===== src/dtc_pkg.sv =====
// package: register map, field positions and timing constants of the dual timer
package dtc_pkg;
  localparam int unsigned CLK_HZ = 20000000;
  localparam int unsigned OSC_PER_MCYC = 12;
  localparam logic [3:0] MCYC_LAST = 4'(OSC_PER_MCYC - 1);
  localparam logic [3:0] SAMPLE_PHASE = 4'h9;
  localparam logic [7:0] OFF_CTRL = 8'h88;
  localparam logic [7:0] OFF_MODE = 8'h89;
  localparam logic [7:0] OFF_TL_A = 8'h8A;
  localparam logic [7:0] OFF_TL_B = 8'h8B;
  localparam logic [7:0] OFF_TH_A = 8'h8C;
  localparam logic [7:0] OFF_TH_B = 8'h8D;
  localparam logic [7:0] OFF_ACK = 8'h8E;
  localparam logic [7:0] OFF_IRQ_STAT = 8'h90;
  localparam logic [7:0] OFF_IRQ_EN = 8'h91;
  localparam logic [7:0] OFF_IRQ_CLR = 8'h92;
  localparam int BIT_OVF_B = 7;
  localparam int BIT_RUN_B = 6;
  localparam int BIT_OVF_A = 5;
  localparam int BIT_RUN_A = 4;
  localparam int BIT_EDGE_B = 3;
  localparam int BIT_TYPE_B = 2;
  localparam int BIT_EDGE_A = 1;
  localparam int BIT_TYPE_A = 0;
  localparam int MODE_GATE = 3;
  localparam int MODE_CNT = 2;
  localparam int MODE_UPPER = 1;
  localparam int MODE_LOWER = 0;
  localparam logic [7:0] CTRL_RESET = 8'h00;
  localparam logic [7:0] MODE_RESET = 8'h00;
  localparam logic [4:0] PRESCALE_MAX = 5'h1F;
  typedef enum logic [1:0] {DTC_M_PRE13, DTC_M_CAS16, DTC_M_RELOAD8, DTC_M_SPLIT} dtc_mode_t;
endpackage


===== src/dtc_tick_if.sv =====
// interface: per-machine-cycle ticks and counted pin edges shared between modules
`timescale 1ns/10ps
`default_nettype none
interface dtc_tick_if;
  logic mcyc;
  logic edge_a;
  logic edge_b;
  modport src(output mcyc, output edge_a, output edge_b);
  modport dst(input mcyc, input edge_a, input edge_b);
endinterface
`default_nettype wire


===== src/dtc_phase.sv =====
// module: machine cycle divider and count pin falling edge detection
`timescale 1ns/10ps
`default_nettype none
module dtc_phase (
  input wire logic clk_i,
  input wire logic rst_i,
  input wire logic pin_a_i,
  input wire logic pin_b_i,
  dtc_tick_if.src tk
);
  typedef struct packed {
    logic [3:0] phase;
    logic [1:0] s1;
    logic [1:0] s2;
    logic [1:0] smp;
    logic [1:0] prev;
    logic [1:0] hit;
    logic tick;
  } dtc_ph_t;
  dtc_ph_t st_r;
  dtc_ph_t st_nxt;

  // divide by 12; sample once per cycle and compare with the last sample
  always_comb begin
    st_nxt = st_r;
    st_nxt.s1 = {pin_b_i, pin_a_i};
    st_nxt.s2 = st_r.s1;
    st_nxt.tick = 1'b0;
    st_nxt.hit = 2'b00;
    st_nxt.phase = (st_r.phase == dtc_pkg::MCYC_LAST) ? 4'h0 : st_r.phase + 4'h1;
    if (st_r.phase == dtc_pkg::SAMPLE_PHASE) begin
      st_nxt.smp = st_r.s2;
      st_nxt.prev = st_r.smp;
    end
    if (st_r.phase == dtc_pkg::MCYC_LAST) begin
      st_nxt.tick = 1'b1;
      st_nxt.hit = st_r.prev & ~st_r.smp;
    end
  end

  always_ff @(posedge clk_i) begin
    if (rst_i) begin
      st_r <= '0;
    end else begin
      st_r <= st_nxt;
    end
  end

  assign tk.mcyc = st_r.tick;
  assign tk.edge_a = st_r.hit[0];
  assign tk.edge_b = st_r.hit[1];
endmodule
`default_nettype wire


===== src/dtc_top.sv =====
// module: two timer/event counters with control, mode and interrupt registers
//
// Chosen here: the Wishbone register port.
`timescale 1ns/10ps
`default_nettype none
module dtc_top (
  input wire logic clk_i,
  input wire logic rst_i,
  input wire logic wb_cyc_i,
  input wire logic wb_stb_i,
  input wire logic wb_we_i,
  input wire logic [7:0] wb_adr_i,
  input wire logic [3:0] wb_sel_i,
  input wire logic [31:0] wb_dat_i,
  output logic [31:0] wb_dat_o,
  output logic wb_ack_o,
  input wire logic count_pin_a_i,
  input wire logic count_pin_b_i,
  input wire logic ext_irq_pin_a_i,
  input wire logic ext_irq_pin_b_i,
  output logic ext_irq_a_o,
  output logic ext_irq_b_o,
  output logic ovf_irq_a_o,
  output logic ovf_irq_b_o,
  output logic baud_pulse_o,
  output logic irq_o
);
  typedef struct packed {
    logic [7:0] ctrl;
    logic [7:0] mode;
    logic [7:0] tl_a;
    logic [7:0] th_a;
    logic [7:0] tl_b;
    logic [7:0] th_b;
    logic [3:0] ist;
    logic [3:0] ien;
    logic [1:0] gs1;
    logic [1:0] gs2;
    logic [1:0] gprev;
    logic baud;
    logic ack;
    logic [31:0] rdat;
  } dtc_st_t;
  dtc_st_t st_r;
  dtc_st_t st_nxt;
  dtc_tick_if tk ();

  dtc_phase u_phase (
    .clk_i(clk_i),
    .rst_i(rst_i),
    .pin_a_i(count_pin_a_i),
    .pin_b_i(count_pin_b_i),
    .tk(tk)
  );

  // one step of an 8-bit counter, returning carry out in bit 8
  function automatic logic [8:0] dtc_inc8(input logic [7:0] v, input logic en);
    dtc_inc8 = {1'b0, v} + {8'h00, en};
  endfunction

  logic wr;
  logic rd;
  logic [1:0] gpin;
  logic [1:0] run_ok;
  logic [1:0] src;
  logic [8:0] sl;
  logic [8:0] sh;
  logic [8:0] bl;
  logic [8:0] bh;
  logic ovf_a;
  logic ovf_b;
  logic ovf_th_a;
  logic split;
  logic [1:0] mode_a;
  logic [1:0] mode_b;
  logic [7:0] m;

  always_comb begin
    wr = wb_cyc_i & wb_stb_i & wb_we_i & wb_sel_i[0] & ~st_r.ack;
    rd = wb_cyc_i & wb_stb_i & ~st_r.ack;
  end

  // gating, function select and count sources
  always_comb begin
    m = st_r.mode;
    mode_a = {m[dtc_pkg::MODE_UPPER], m[dtc_pkg::MODE_LOWER]};
    mode_b = {m[4 + dtc_pkg::MODE_UPPER], m[4 + dtc_pkg::MODE_LOWER]};
    split = (mode_a == 2'(dtc_pkg::DTC_M_SPLIT));
    gpin = st_r.gs2;
    run_ok[0] = st_r.ctrl[dtc_pkg::BIT_RUN_A] & (~m[dtc_pkg::MODE_GATE] | gpin[0]);
    run_ok[1] = st_r.ctrl[dtc_pkg::BIT_RUN_B] & (~m[4 + dtc_pkg::MODE_GATE] | gpin[1]);
    src[0] = m[dtc_pkg::MODE_CNT] ? tk.edge_a : tk.mcyc;
    src[1] = m[4 + dtc_pkg::MODE_CNT] ? tk.edge_b : tk.mcyc;
  end

  // counting datapath for both timers
  always_comb begin
    st_nxt = st_r;
    st_nxt.ack = 1'b0;
    st_nxt.baud = 1'b0;
    st_nxt.gs1 = {ext_irq_pin_b_i, ext_irq_pin_a_i};
    st_nxt.gs2 = st_r.gs1;
    st_nxt.gprev = st_r.gs2;
    ovf_a = 1'b0;
    ovf_b = 1'b0;
    ovf_th_a = 1'b0;
    sl = dtc_inc8(st_r.tl_a, run_ok[0] & src[0]);
    sh = '0;
    bl = '0;
    bh = '0;
    // timer a
    case (mode_a)
      2'(dtc_pkg::DTC_M_PRE13): begin
        sl = dtc_inc8({3'b000, st_r.tl_a[4:0]}, run_ok[0] & src[0]);
        sh = dtc_inc8(st_r.th_a, (run_ok[0] & src[0]) && st_r.tl_a[4:0] == dtc_pkg::PRESCALE_MAX);
        st_nxt.tl_a = {st_r.tl_a[7:5], sl[4:0]};
        st_nxt.th_a = sh[7:0];
        ovf_a = sh[8];
      end
      2'(dtc_pkg::DTC_M_CAS16): begin
        sh = dtc_inc8(st_r.th_a, sl[8]);
        st_nxt.tl_a = sl[7:0];
        st_nxt.th_a = sh[7:0];
        ovf_a = sh[8];
      end
      2'(dtc_pkg::DTC_M_RELOAD8): begin
        st_nxt.tl_a = sl[8] ? st_r.th_a : sl[7:0];
        ovf_a = sl[8];
      end
      default: begin
        st_nxt.tl_a = sl[7:0];
        ovf_a = sl[8];
        sh = dtc_inc8(st_r.th_a, st_r.ctrl[dtc_pkg::BIT_RUN_B] & tk.mcyc);
        st_nxt.th_a = sh[7:0];
        ovf_th_a = sh[8];
      end
    endcase
    // timer b
    bl = dtc_inc8(st_r.tl_b, run_ok[1] & src[1]);
    case (mode_b)
      2'(dtc_pkg::DTC_M_PRE13): begin
        bl = dtc_inc8({3'b000, st_r.tl_b[4:0]}, run_ok[1] & src[1]);
        bh = dtc_inc8(st_r.th_b, (run_ok[1] & src[1]) && st_r.tl_b[4:0] == dtc_pkg::PRESCALE_MAX);
        st_nxt.tl_b = {st_r.tl_b[7:5], bl[4:0]};
        st_nxt.th_b = bh[7:0];
        ovf_b = bh[8];
      end
      2'(dtc_pkg::DTC_M_CAS16): begin
        bh = dtc_inc8(st_r.th_b, bl[8]);
        st_nxt.tl_b = bl[7:0];
        st_nxt.th_b = bh[7:0];
        ovf_b = bh[8];
      end
      2'(dtc_pkg::DTC_M_RELOAD8): begin
        st_nxt.tl_b = bl[8] ? st_r.th_b : bl[7:0];
        ovf_b = bl[8];
      end
      default: begin
        ovf_b = 1'b0;
      end
    endcase
    st_nxt.baud = ovf_b;
    // overflow flags; in split mode a's high byte owns flag b
    if (wr && wb_adr_i == dtc_pkg::OFF_ACK) begin
      if (wb_dat_i[0]) st_nxt.ctrl[dtc_pkg::BIT_OVF_A] = 1'b0;
      if (wb_dat_i[1]) st_nxt.ctrl[dtc_pkg::BIT_OVF_B] = 1'b0;
      if (wb_dat_i[2]) st_nxt.ctrl[dtc_pkg::BIT_EDGE_A] = 1'b0;
      if (wb_dat_i[3]) st_nxt.ctrl[dtc_pkg::BIT_EDGE_B] = 1'b0;
    end
    if (wr && wb_adr_i == dtc_pkg::OFF_CTRL) begin
      st_nxt.ctrl[dtc_pkg::BIT_RUN_B] = wb_dat_i[dtc_pkg::BIT_RUN_B];
      st_nxt.ctrl[dtc_pkg::BIT_RUN_A] = wb_dat_i[dtc_pkg::BIT_RUN_A];
      st_nxt.ctrl[dtc_pkg::BIT_TYPE_B] = wb_dat_i[dtc_pkg::BIT_TYPE_B];
      st_nxt.ctrl[dtc_pkg::BIT_TYPE_A] = wb_dat_i[dtc_pkg::BIT_TYPE_A];
    end
    if (ovf_a) st_nxt.ctrl[dtc_pkg::BIT_OVF_A] = 1'b1;
    if (split ? ovf_th_a : ovf_b) st_nxt.ctrl[dtc_pkg::BIT_OVF_B] = 1'b1;
    // external interrupt flags: edge sets, level mode follows inverted pin
    for (int i = 0; i < 2; i++) begin
      if (st_r.ctrl[dtc_pkg::BIT_TYPE_A + 2 * i]) begin
        if (st_r.gprev[i] & ~st_r.gs2[i]) st_nxt.ctrl[dtc_pkg::BIT_EDGE_A + 2 * i] = 1'b1;
      end else begin
        st_nxt.ctrl[dtc_pkg::BIT_EDGE_A + 2 * i] = ~st_r.gs2[i];
      end
    end
    // sticky status set by overflow pulses and by edge flag rising; set beats clear
    if (wr && wb_adr_i == dtc_pkg::OFF_IRQ_CLR) st_nxt.ist = st_r.ist & ~wb_dat_i[3:0];
    if (ovf_a) st_nxt.ist[0] = 1'b1;
    if (split ? ovf_th_a : ovf_b) st_nxt.ist[1] = 1'b1;
    if (st_nxt.ctrl[dtc_pkg::BIT_EDGE_A] & ~st_r.ctrl[dtc_pkg::BIT_EDGE_A]) st_nxt.ist[2] = 1'b1;
    if (st_nxt.ctrl[dtc_pkg::BIT_EDGE_B] & ~st_r.ctrl[dtc_pkg::BIT_EDGE_B]) st_nxt.ist[3] = 1'b1;
    if (wr && wb_adr_i == dtc_pkg::OFF_IRQ_EN) st_nxt.ien = wb_dat_i[3:0];
    if (wr && wb_adr_i == dtc_pkg::OFF_MODE) st_nxt.mode = wb_dat_i[7:0];
    // software loads of count bytes override counting
    if (wr && wb_adr_i == dtc_pkg::OFF_TL_A) st_nxt.tl_a = wb_dat_i[7:0];
    if (wr && wb_adr_i == dtc_pkg::OFF_TH_A) st_nxt.th_a = wb_dat_i[7:0];
    if (wr && wb_adr_i == dtc_pkg::OFF_TL_B) st_nxt.tl_b = wb_dat_i[7:0];
    if (wr && wb_adr_i == dtc_pkg::OFF_TH_B) st_nxt.th_b = wb_dat_i[7:0];
    // read mux, registered with the ack
    st_nxt.ack = rd;
    st_nxt.rdat = '0;
    case (wb_adr_i)
      dtc_pkg::OFF_CTRL: st_nxt.rdat = {24'h000000, st_r.ctrl};
      dtc_pkg::OFF_MODE: st_nxt.rdat = {24'h000000, st_r.mode};
      dtc_pkg::OFF_TL_A: st_nxt.rdat = {24'h000000, st_r.tl_a};
      dtc_pkg::OFF_TH_A: st_nxt.rdat = {24'h000000, st_r.th_a};
      dtc_pkg::OFF_TL_B: st_nxt.rdat = {24'h000000, st_r.tl_b};
      dtc_pkg::OFF_TH_B: st_nxt.rdat = {24'h000000, st_r.th_b};
      dtc_pkg::OFF_IRQ_STAT: st_nxt.rdat = {28'h0000000, st_r.ist};
      dtc_pkg::OFF_IRQ_EN: st_nxt.rdat = {28'h0000000, st_r.ien};
      default: st_nxt.rdat = '0;
    endcase
  end

  // state register; reset clears mode and control
  always_ff @(posedge clk_i) begin
    if (rst_i) begin
      st_r <= '0;
      st_r.ctrl <= dtc_pkg::CTRL_RESET;
      st_r.mode <= dtc_pkg::MODE_RESET;
      // gate pins idle high; start high so no false edge or level follows reset
      st_r.gs1 <= 2'h3;
      st_r.gs2 <= 2'h3;
      st_r.gprev <= 2'h3;
    end else begin
      st_r <= st_nxt;
    end
  end

  assign wb_ack_o = st_r.ack;
  assign wb_dat_o = st_r.rdat;
  assign ext_irq_a_o = st_r.ctrl[dtc_pkg::BIT_EDGE_A];
  assign ext_irq_b_o = st_r.ctrl[dtc_pkg::BIT_EDGE_B];
  assign ovf_irq_a_o = st_r.ctrl[dtc_pkg::BIT_OVF_A];
  assign ovf_irq_b_o = st_r.ctrl[dtc_pkg::BIT_OVF_B];
  assign baud_pulse_o = st_r.baud;
  assign irq_o = |(st_r.ist & st_r.ien);
endmodule
`default_nettype wire


===== config.mk =====
export PLATFORM = sky130hd
export DESIGN_NAME = dtc_top
export DESIGN_NICKNAME = d
export VERILOG_FILES = /design/src/dtc_pkg.sv /design/src/dtc_tick_if.sv /design/src/dtc_phase.sv /design/src/dtc_top.sv
export SDC_FILE = /design/constraint.sdc
export NUM_CORES = 1
export LEC_CHECK = 0
export BUFFER_PORTS_ARGS = -buffer_cell sky130_fd_sc_hd__buf_2
export CAP_MARGIN = 20
export CELL_PAD_IN_SITES_DETAIL_PLACEMENT = 2
export CELL_PAD_IN_SITES_GLOBAL_PLACEMENT = 2
export CORE_UTILIZATION = 34
export DETAILED_ROUTE_END_ITERATION = 16
export GPL_TIMING_DRIVEN = 0
export PLACE_DENSITY = 0.89
export SETUP_SLACK_MARGIN = 0.2
export SYNTH_ARGS = -nofsm -noshare
export SYNTH_HDL_FRONTEND = slang
export SYNTH_SLANG_ARGS = --single-unit

===== constraint.sdc =====
create_clock -name clk_i -period 3.8 [get_ports clk_i]
set_input_delay 0.57 -clock clk_i [delete_from_list [all_inputs] [get_ports clk_i]]
set_output_delay 0.57 -clock clk_i [all_outputs]
set_load 0.1 [all_outputs]

==> impl_metrics.yaml, run 1 <==
logic_synthesis:
  synth_top_area_share_pct: 32.7
  yosys_warnings: 0
  synth_area_leaders: "dfxtp_1, mux2i_1, ha_1"
  synthArstFlopShare_pct: 0
  synthesis.area_mm2: 0.00533
  syn_inst: 637
  synth_edf_count: 0
  ys_ff_latch: 87
  postSynthAreaPerCell_um2: 8.37
  synth-main-ff-cell: "dfxtp_1"
  synth.distinct_cells: 61
  yosysTopAreaCell: "dfxtp_1"
  seq_area_frac_synth_pct: 32.7
floorplan:
  rows: 45
  die_h_um: 127
  core_mm2: 0.0153
  io_pins: 92
  die_x_um: 127
  dieArea_mm2: 0.0162
  start_util_pct: 34.9
finish:
  utilization_pct: 40.3
  antenna_cells: 0
  finalNetCount: 777
  most-common-layout-cells: "dfxtp_1, nor2_1, nand2_1, a21oi_1, buf_2"
  drive_gt1_share_pct: 19.0
  finish.instance_area_mm2: 0.00615
  final_common_cell: "dfxtp_1"
  area_growth_pct: 15.4
global_routing:
  grt_max_degree: 17
  antenna_found_initial: 0
  grt_pass1_wl_um: 33200
  overflow: 0
  track_usage_pct: 27.4
  grt_pass1_vias: 5694
worst_setup_path:
  cp-start-kind: "register"
  max_stage_delay_ns: 0.40
  r2r_slack_ns: 0.27
  slowest_stage: "dfxtp_1"
  worstPathMaxFanout: 5
  crit_family: "compound AO/OA/AOI/OAI gates"
  cp.required_ns: 4.05
  worstPathCellList: "o21ai_0 -> a221oi_2 -> ha_1 -> ha_1 -> nand2_1 -> nor3_4 -> ha_1 -> ha_1 -> mux2i_1 -> o2bb2ai_2 -> nand3_1 -> xor2_1 -> a211oi_1"
  cp_common_cell: "ha_1"
  critPathCaptureType: "register"
  crit_arrival_ns: 3.78
  worst-path-buf-inv: 0
  crit_type: "reg -> reg"
sta:
  rsz0062_at_grt: "no"
  hold_violations: 0
  worst_pin_slew_ns: 0.787
  slew_headroom_pct: 47.2
  setup_tns_ns: 0
  fmax_mhz: 283
  skew_ns: 0.00716
  setup_viol: 0
  slew_viol_final: 0
  final.min_clock_period_ns: 3.53
  min_period_over_period_pct: 92.9
route:
  first_pass_iters: 5
  via_per_inst: 5.77
  ant_nets: 0
  drt_iter0_markers: 291
  wirelength_um: 21300
  wire_per_inst_um: 23.2
  vias: 5306
  drc: 0
cts:
  ctsLongestPathBuffers: 2
  path_clk_slew_ns: 0.07
  insertion_delay_ns: 0.36
  htreeDepth: 3
  cts_resized: 1
  cts_sinks: 87
  cts_inserted_buffers: 9
  post-cts-setup-buffer-count: 0
  cts_tree: "yes"
  root_buffer: "clkbuf_16"
  ctsHoldBuffers: 0
power_and_ir_drop:
  irDropWorstVdd_uv: 219
  p_per_area_mw_per_mm2: 336
  leakage_uw: 0.00250
placed_design:
  gp_congestion: 0.922
  dp_hpwl_um: 15800
  dpl_cell_area_mm2: 0.00585
  port_buffers: 33
flow_run:
  cap_violations: 0
outcome:
  status: "complete, no violations"
hold_path:
  hold_path_class: "in -> reg"
layout make-up:
type | count | area (um2)
tap | 211 | 264
timing repair buffer | 33 | 165
clock buffer | 10 | 229
fill | 1731 | 9110
inverter | 21 | 78.8
sequential | 87 | 1740
multi-input combinational | 478 | 3170
clock inverter | 6 | 51.3
buffer | 74 | 449
per-stage QoR:
| stage | hold WS [ns] | total power [uW] | cells | setup slack [ns] |
|---|---|---|---|---|
| 2_1_floorplan | 0.389 | 1140 | 660 | 1.11 |
| 3_3_place_gp | 0.396 | 1190 | 904 | 0.360 |
| 3_5_place_dp | 0.402 | 1200 | 904 | 0.111 |
| 4_1_cts | 0.386 | 2070 | 920 | 0.203 |
| 5_1_grt | 0.404 | 2120 | 920 | 0.160 |
| 6_report | 0.389 | 2060 | 920 | 0.271 |
path summary, 6_finish.rpt:
kind | start | to | cells after the start
max | m[2]$_SDFFE_PP0P_ | st_r[70]$_SDFFE_PP0P_ | 13
min | ext_irq_pin_b_i | st_nxt[37]$_SDFF_PP1_ | 2
max reg2reg | m[2]$_SDFFE_PP0P_ | st_r[70]$_SDFFE_PP0P_ | 13
min reg2reg | st_nxt[36]$_SDFF_PP1_ | gpin[0]$_SDFF_PP1_ | 1
synthesized netlist by cell type, drive strengths merged, types with 8 or more instances:
cell / n
nand2: 59
inv: 21
nand4: 11
o21ai: 9
a221oi: 8
xnor2: 11
nor2: 61
nand3: 40
buf: 53
nand3b: 8
a211oi: 20
nor3: 14
a21oi: 46
ha: 20
nor4: 8
and3: 9
xor2: 8
a22oi: 11
mux2i: 27
dfxtp: 87
clkbuf: 21
nor2b: 14
power by group:
part / leakage [uW] / total, uW / switching [uW] / internal [uW]
clock network: 0.000134 / 880 / 426 / 454
registers: 0.000704 / 928 / 7.06 / 921
logic: 0.00166 / 256 / 203 / 53.1
total: 0.00250 / 2060 / 636 / 1430
cell families after synthesis:
group           after synthesis  synth area share, %
compound gates              125                 15.6
xor+xnor                     19                 3.12
fa+ha+maj                    20                 4.69
buf+inv                      95                 9.91
flops                        87                 32.7
mux                          40                 9.08
other cells                   1               0.0704
simple gates                250                 24.8
sequential cells by signal, summed over array words and instances, names as in the netlist:
name               cells
u_phase.st_nxt         2
m                      8
wb_ack_o               1
gpin                   2
u_phase.tk.edge_b      1
u_phase.st_r          10
u_phase.tk.edge_a      1
baud_pulse_o           1
st_r                  46
ovf_irq_a_o            1
ext_irq_b_o            1
ovf_irq_b_o            1
u_phase.tk.mcyc        1
wb_dat_o               8
st_nxt                 2
ext_irq_a_o            1
per-layer routing:
layer  wire [um]  vias up  global-route usage [%]
li1            -     2363                       -
met1        8890     2670                    33.2
met3        1400       60                    5.49
met4         629        0                    10.2
met5           0        -                       0
met2       10400      213                    47.9
Power figures use the tool's default switching activity.
==> run 2, diff against run 1 <==
BUFFER_PORTS_ARGS = default   (was -buffer_cell sky130_fd_sc_hd__buf_2)
CORE_UTILIZATION = 35   (was 34)
DONT_BUFFER_PORTS = 1   (was default)
PLACE_DENSITY = 0.83   (was 0.89)
==> impl_metrics.yaml, run 2 (same netlist as run 1, synthesis figures left out) <==
sta:
  setup_tns_ns: 0
  slew_headroom_pct: 25.9
  skew_ns: 0.00928
  fmax_mhz: 296
  setup_viol: 0
  final.min_clock_period_ns: 3.38
  worst_pin_slew_ns: 1.11
  rsz0062_at_grt: "no"
  hold_violations: 0
  min_period_over_period_pct: 89.0
  slew_viol_final: 0
cts:
  cts_sinks: 87
  htreeDepth: 3
  insertion_delay_ns: 0.36
  post-cts-setup-buffer-count: 0
  ctsLongestPathBuffers: 2
  path_clk_slew_ns: 0.07
  cts_tree: "yes"
  cts_inserted_buffers: 9
  root_buffer: "clkbuf_16"
route:
  wirelength_um: 20100
  first_pass_iters: 12
  ant_nets: 0
  vias: 5081
  via_per_inst: 5.91
  wire_per_inst_um: 23.3
  drc: 1
  drt_iter0_markers: 387
placed_design:
  gp_congestion: 0.966
  dp_hpwl_um: 15000
  port_buffers: 0
  dpl_cell_area_mm2: 0.00565
  dp.cells: 844
finish:
  antenna_cells: 0
  reg_top3: "st_r x46, u_phase.st_r x10"
  finalNetCount: 744
  drive_gt1_share_pct: 15.4
  finish.instance_area_mm2: 0.00596
  largest_reg_flops: 46
  final_common_cell: "dfxtp_1"
  utilization_pct: 40.5
  layout.cells.non_filler: 860
  regMostFlops: "st_r"
  num-fill-cells: 1663
  multi_input_area_mm2: 0.00317
  most-common-layout-cells: "dfxtp_1, nor2_1, nand2_1, a21oi_1, nand3_1"
  seq_area_mm2: 0.00174
  area_growth_pct: 11.8
flow_run:
  cap_violations: 0
floorplan:
  rows: 44
  die_x_um: 125
  core_mm2: 0.0147
  start_util_pct: 36.3
  io_pins: 92
  dieArea_mm2: 0.0157
  die_h_um: 125
worst_setup_path:
  critPathCaptureType: "register"
  crit_arrival_ns: 3.65
  cp-start-kind: "register"
  cp.required_ns: 4.06
  crit_type: "reg -> reg"
  worstPathMaxFanout: 5
global_routing:
  grt_pass1_vias: 5325
  track_usage_pct: 26.3
  overflow: 0
  antenna_found_initial: 0
  grt_pass1_wl_um: 31200
  grt_max_degree: 18
power_and_ir_drop:
  total_power_uw: 2050
  leakage_uw: 0.00235
  combPwrFrac_pct: 11.2
  p_sw_uw: 623
  p_int_uw: 1430
  irDropWorstVdd_uv: 324
  pwr-share-seq_pct: 45.6
  swShare_pct: 30.4
  p_per_area_mw_per_mm2: 344
  clockPowerShare_pct: 43.2
hold_path:
  hold_path_class: "in -> reg"
outcome:
  status: "finished, violations left"
  violations: "design-rule violations"
[run 2: cell types whose count changed in the layout (fill, tap and decap cells not counted)]
cell      before  now
buf_2         45   12
clkinv_4       2    0
inv_8          0    2
clkbuf_1      20   19
clkinv_2       0    1
nand2_1       58   57
nand2_2        0    1
[run 2: through the flow]
| stage | hold slack, ns | worst slack [ns] |
|---|---|---|
| finish | 0.310 | 0.417 |
| global route | 0.300 | 0.253 |
| CTS | 0.304 | 0.268 |
| detailed placement | 0.403 | 0.0427 |
| global placement | 0.398 | 0.294 |
| floorplan | 0.389 | 1.11 |
[run 2: power groups by stage]
stage / combinational (uW) / clock (uW) / sequential (uW)
2_1_floorplan: 189 / 0 / 953
3_3_place_gp: 220 / 0 / 955
3_5_place_dp: 224 / 0 / 956
4_1_cts: 226 / 901 / 935
5_1_grt: 238 / 939 / 936
6_report: 229 / 885 / 935
[run 2: worst paths after layout]
path                            cells past startpoint                     to                  start  slack, ns
worst min register to register                      1     gpin[0]$_SDFF_PP1_  st_nxt[36]$_SDFF_PP1_       0.42
worst max-delay path                               13  st_r[70]$_SDFFE_PP0P_  st_r[92]$_SDFFE_PP0P_       0.42
worst max register to register                     13  st_r[70]$_SDFFE_PP0P_  st_r[92]$_SDFFE_PP0P_       0.42
worst min-delay path                                1  st_nxt[36]$_SDFF_PP1_        ext_irq_pin_a_i       0.31
[run 2: routing by layer]
layer	track usage [%]	part of all wire (%)	vias to the layer above
li1	-	-	2297
met1	34.1	43	2581
met2	43.8	48	176
met3	4.84	6.2	27
met4	9.25	2.4	0
met5	0	0	-
[run 2: area by class of cell]
cell class,count,area share (%)
buffer,74,7.54
clock buffer,9,3.78
clock inverter,7,1.03
inverter,21,1.32
multi-input combinational,478,53.2
sequential,87,29.2
tap,184,3.86
[run 2: worst max-delay path: stages, from the launching register on]
cell,delay (ns)
dfxtp_1,0.41
o21ai_0,0.14
a221oi_2,0.30
ha_1,0.24
ha_1,0.29
nand2_2,0.18
nor3_4,0.29
ha_1,0.26
ha_1,0.21
mux2i_1,0.10
o2bb2ai_2,0.26
nand3_1,0.15
xor2_1,0.19
a211oi_1,0.25
[run 2: what timing repair did]
| action | CTS | global route |
|---|---|---|
| setup endpoints to repair | 2 | 2 |
| hold buffers | 0 | 0 |
| gates resized for setup | 2 | 3 |
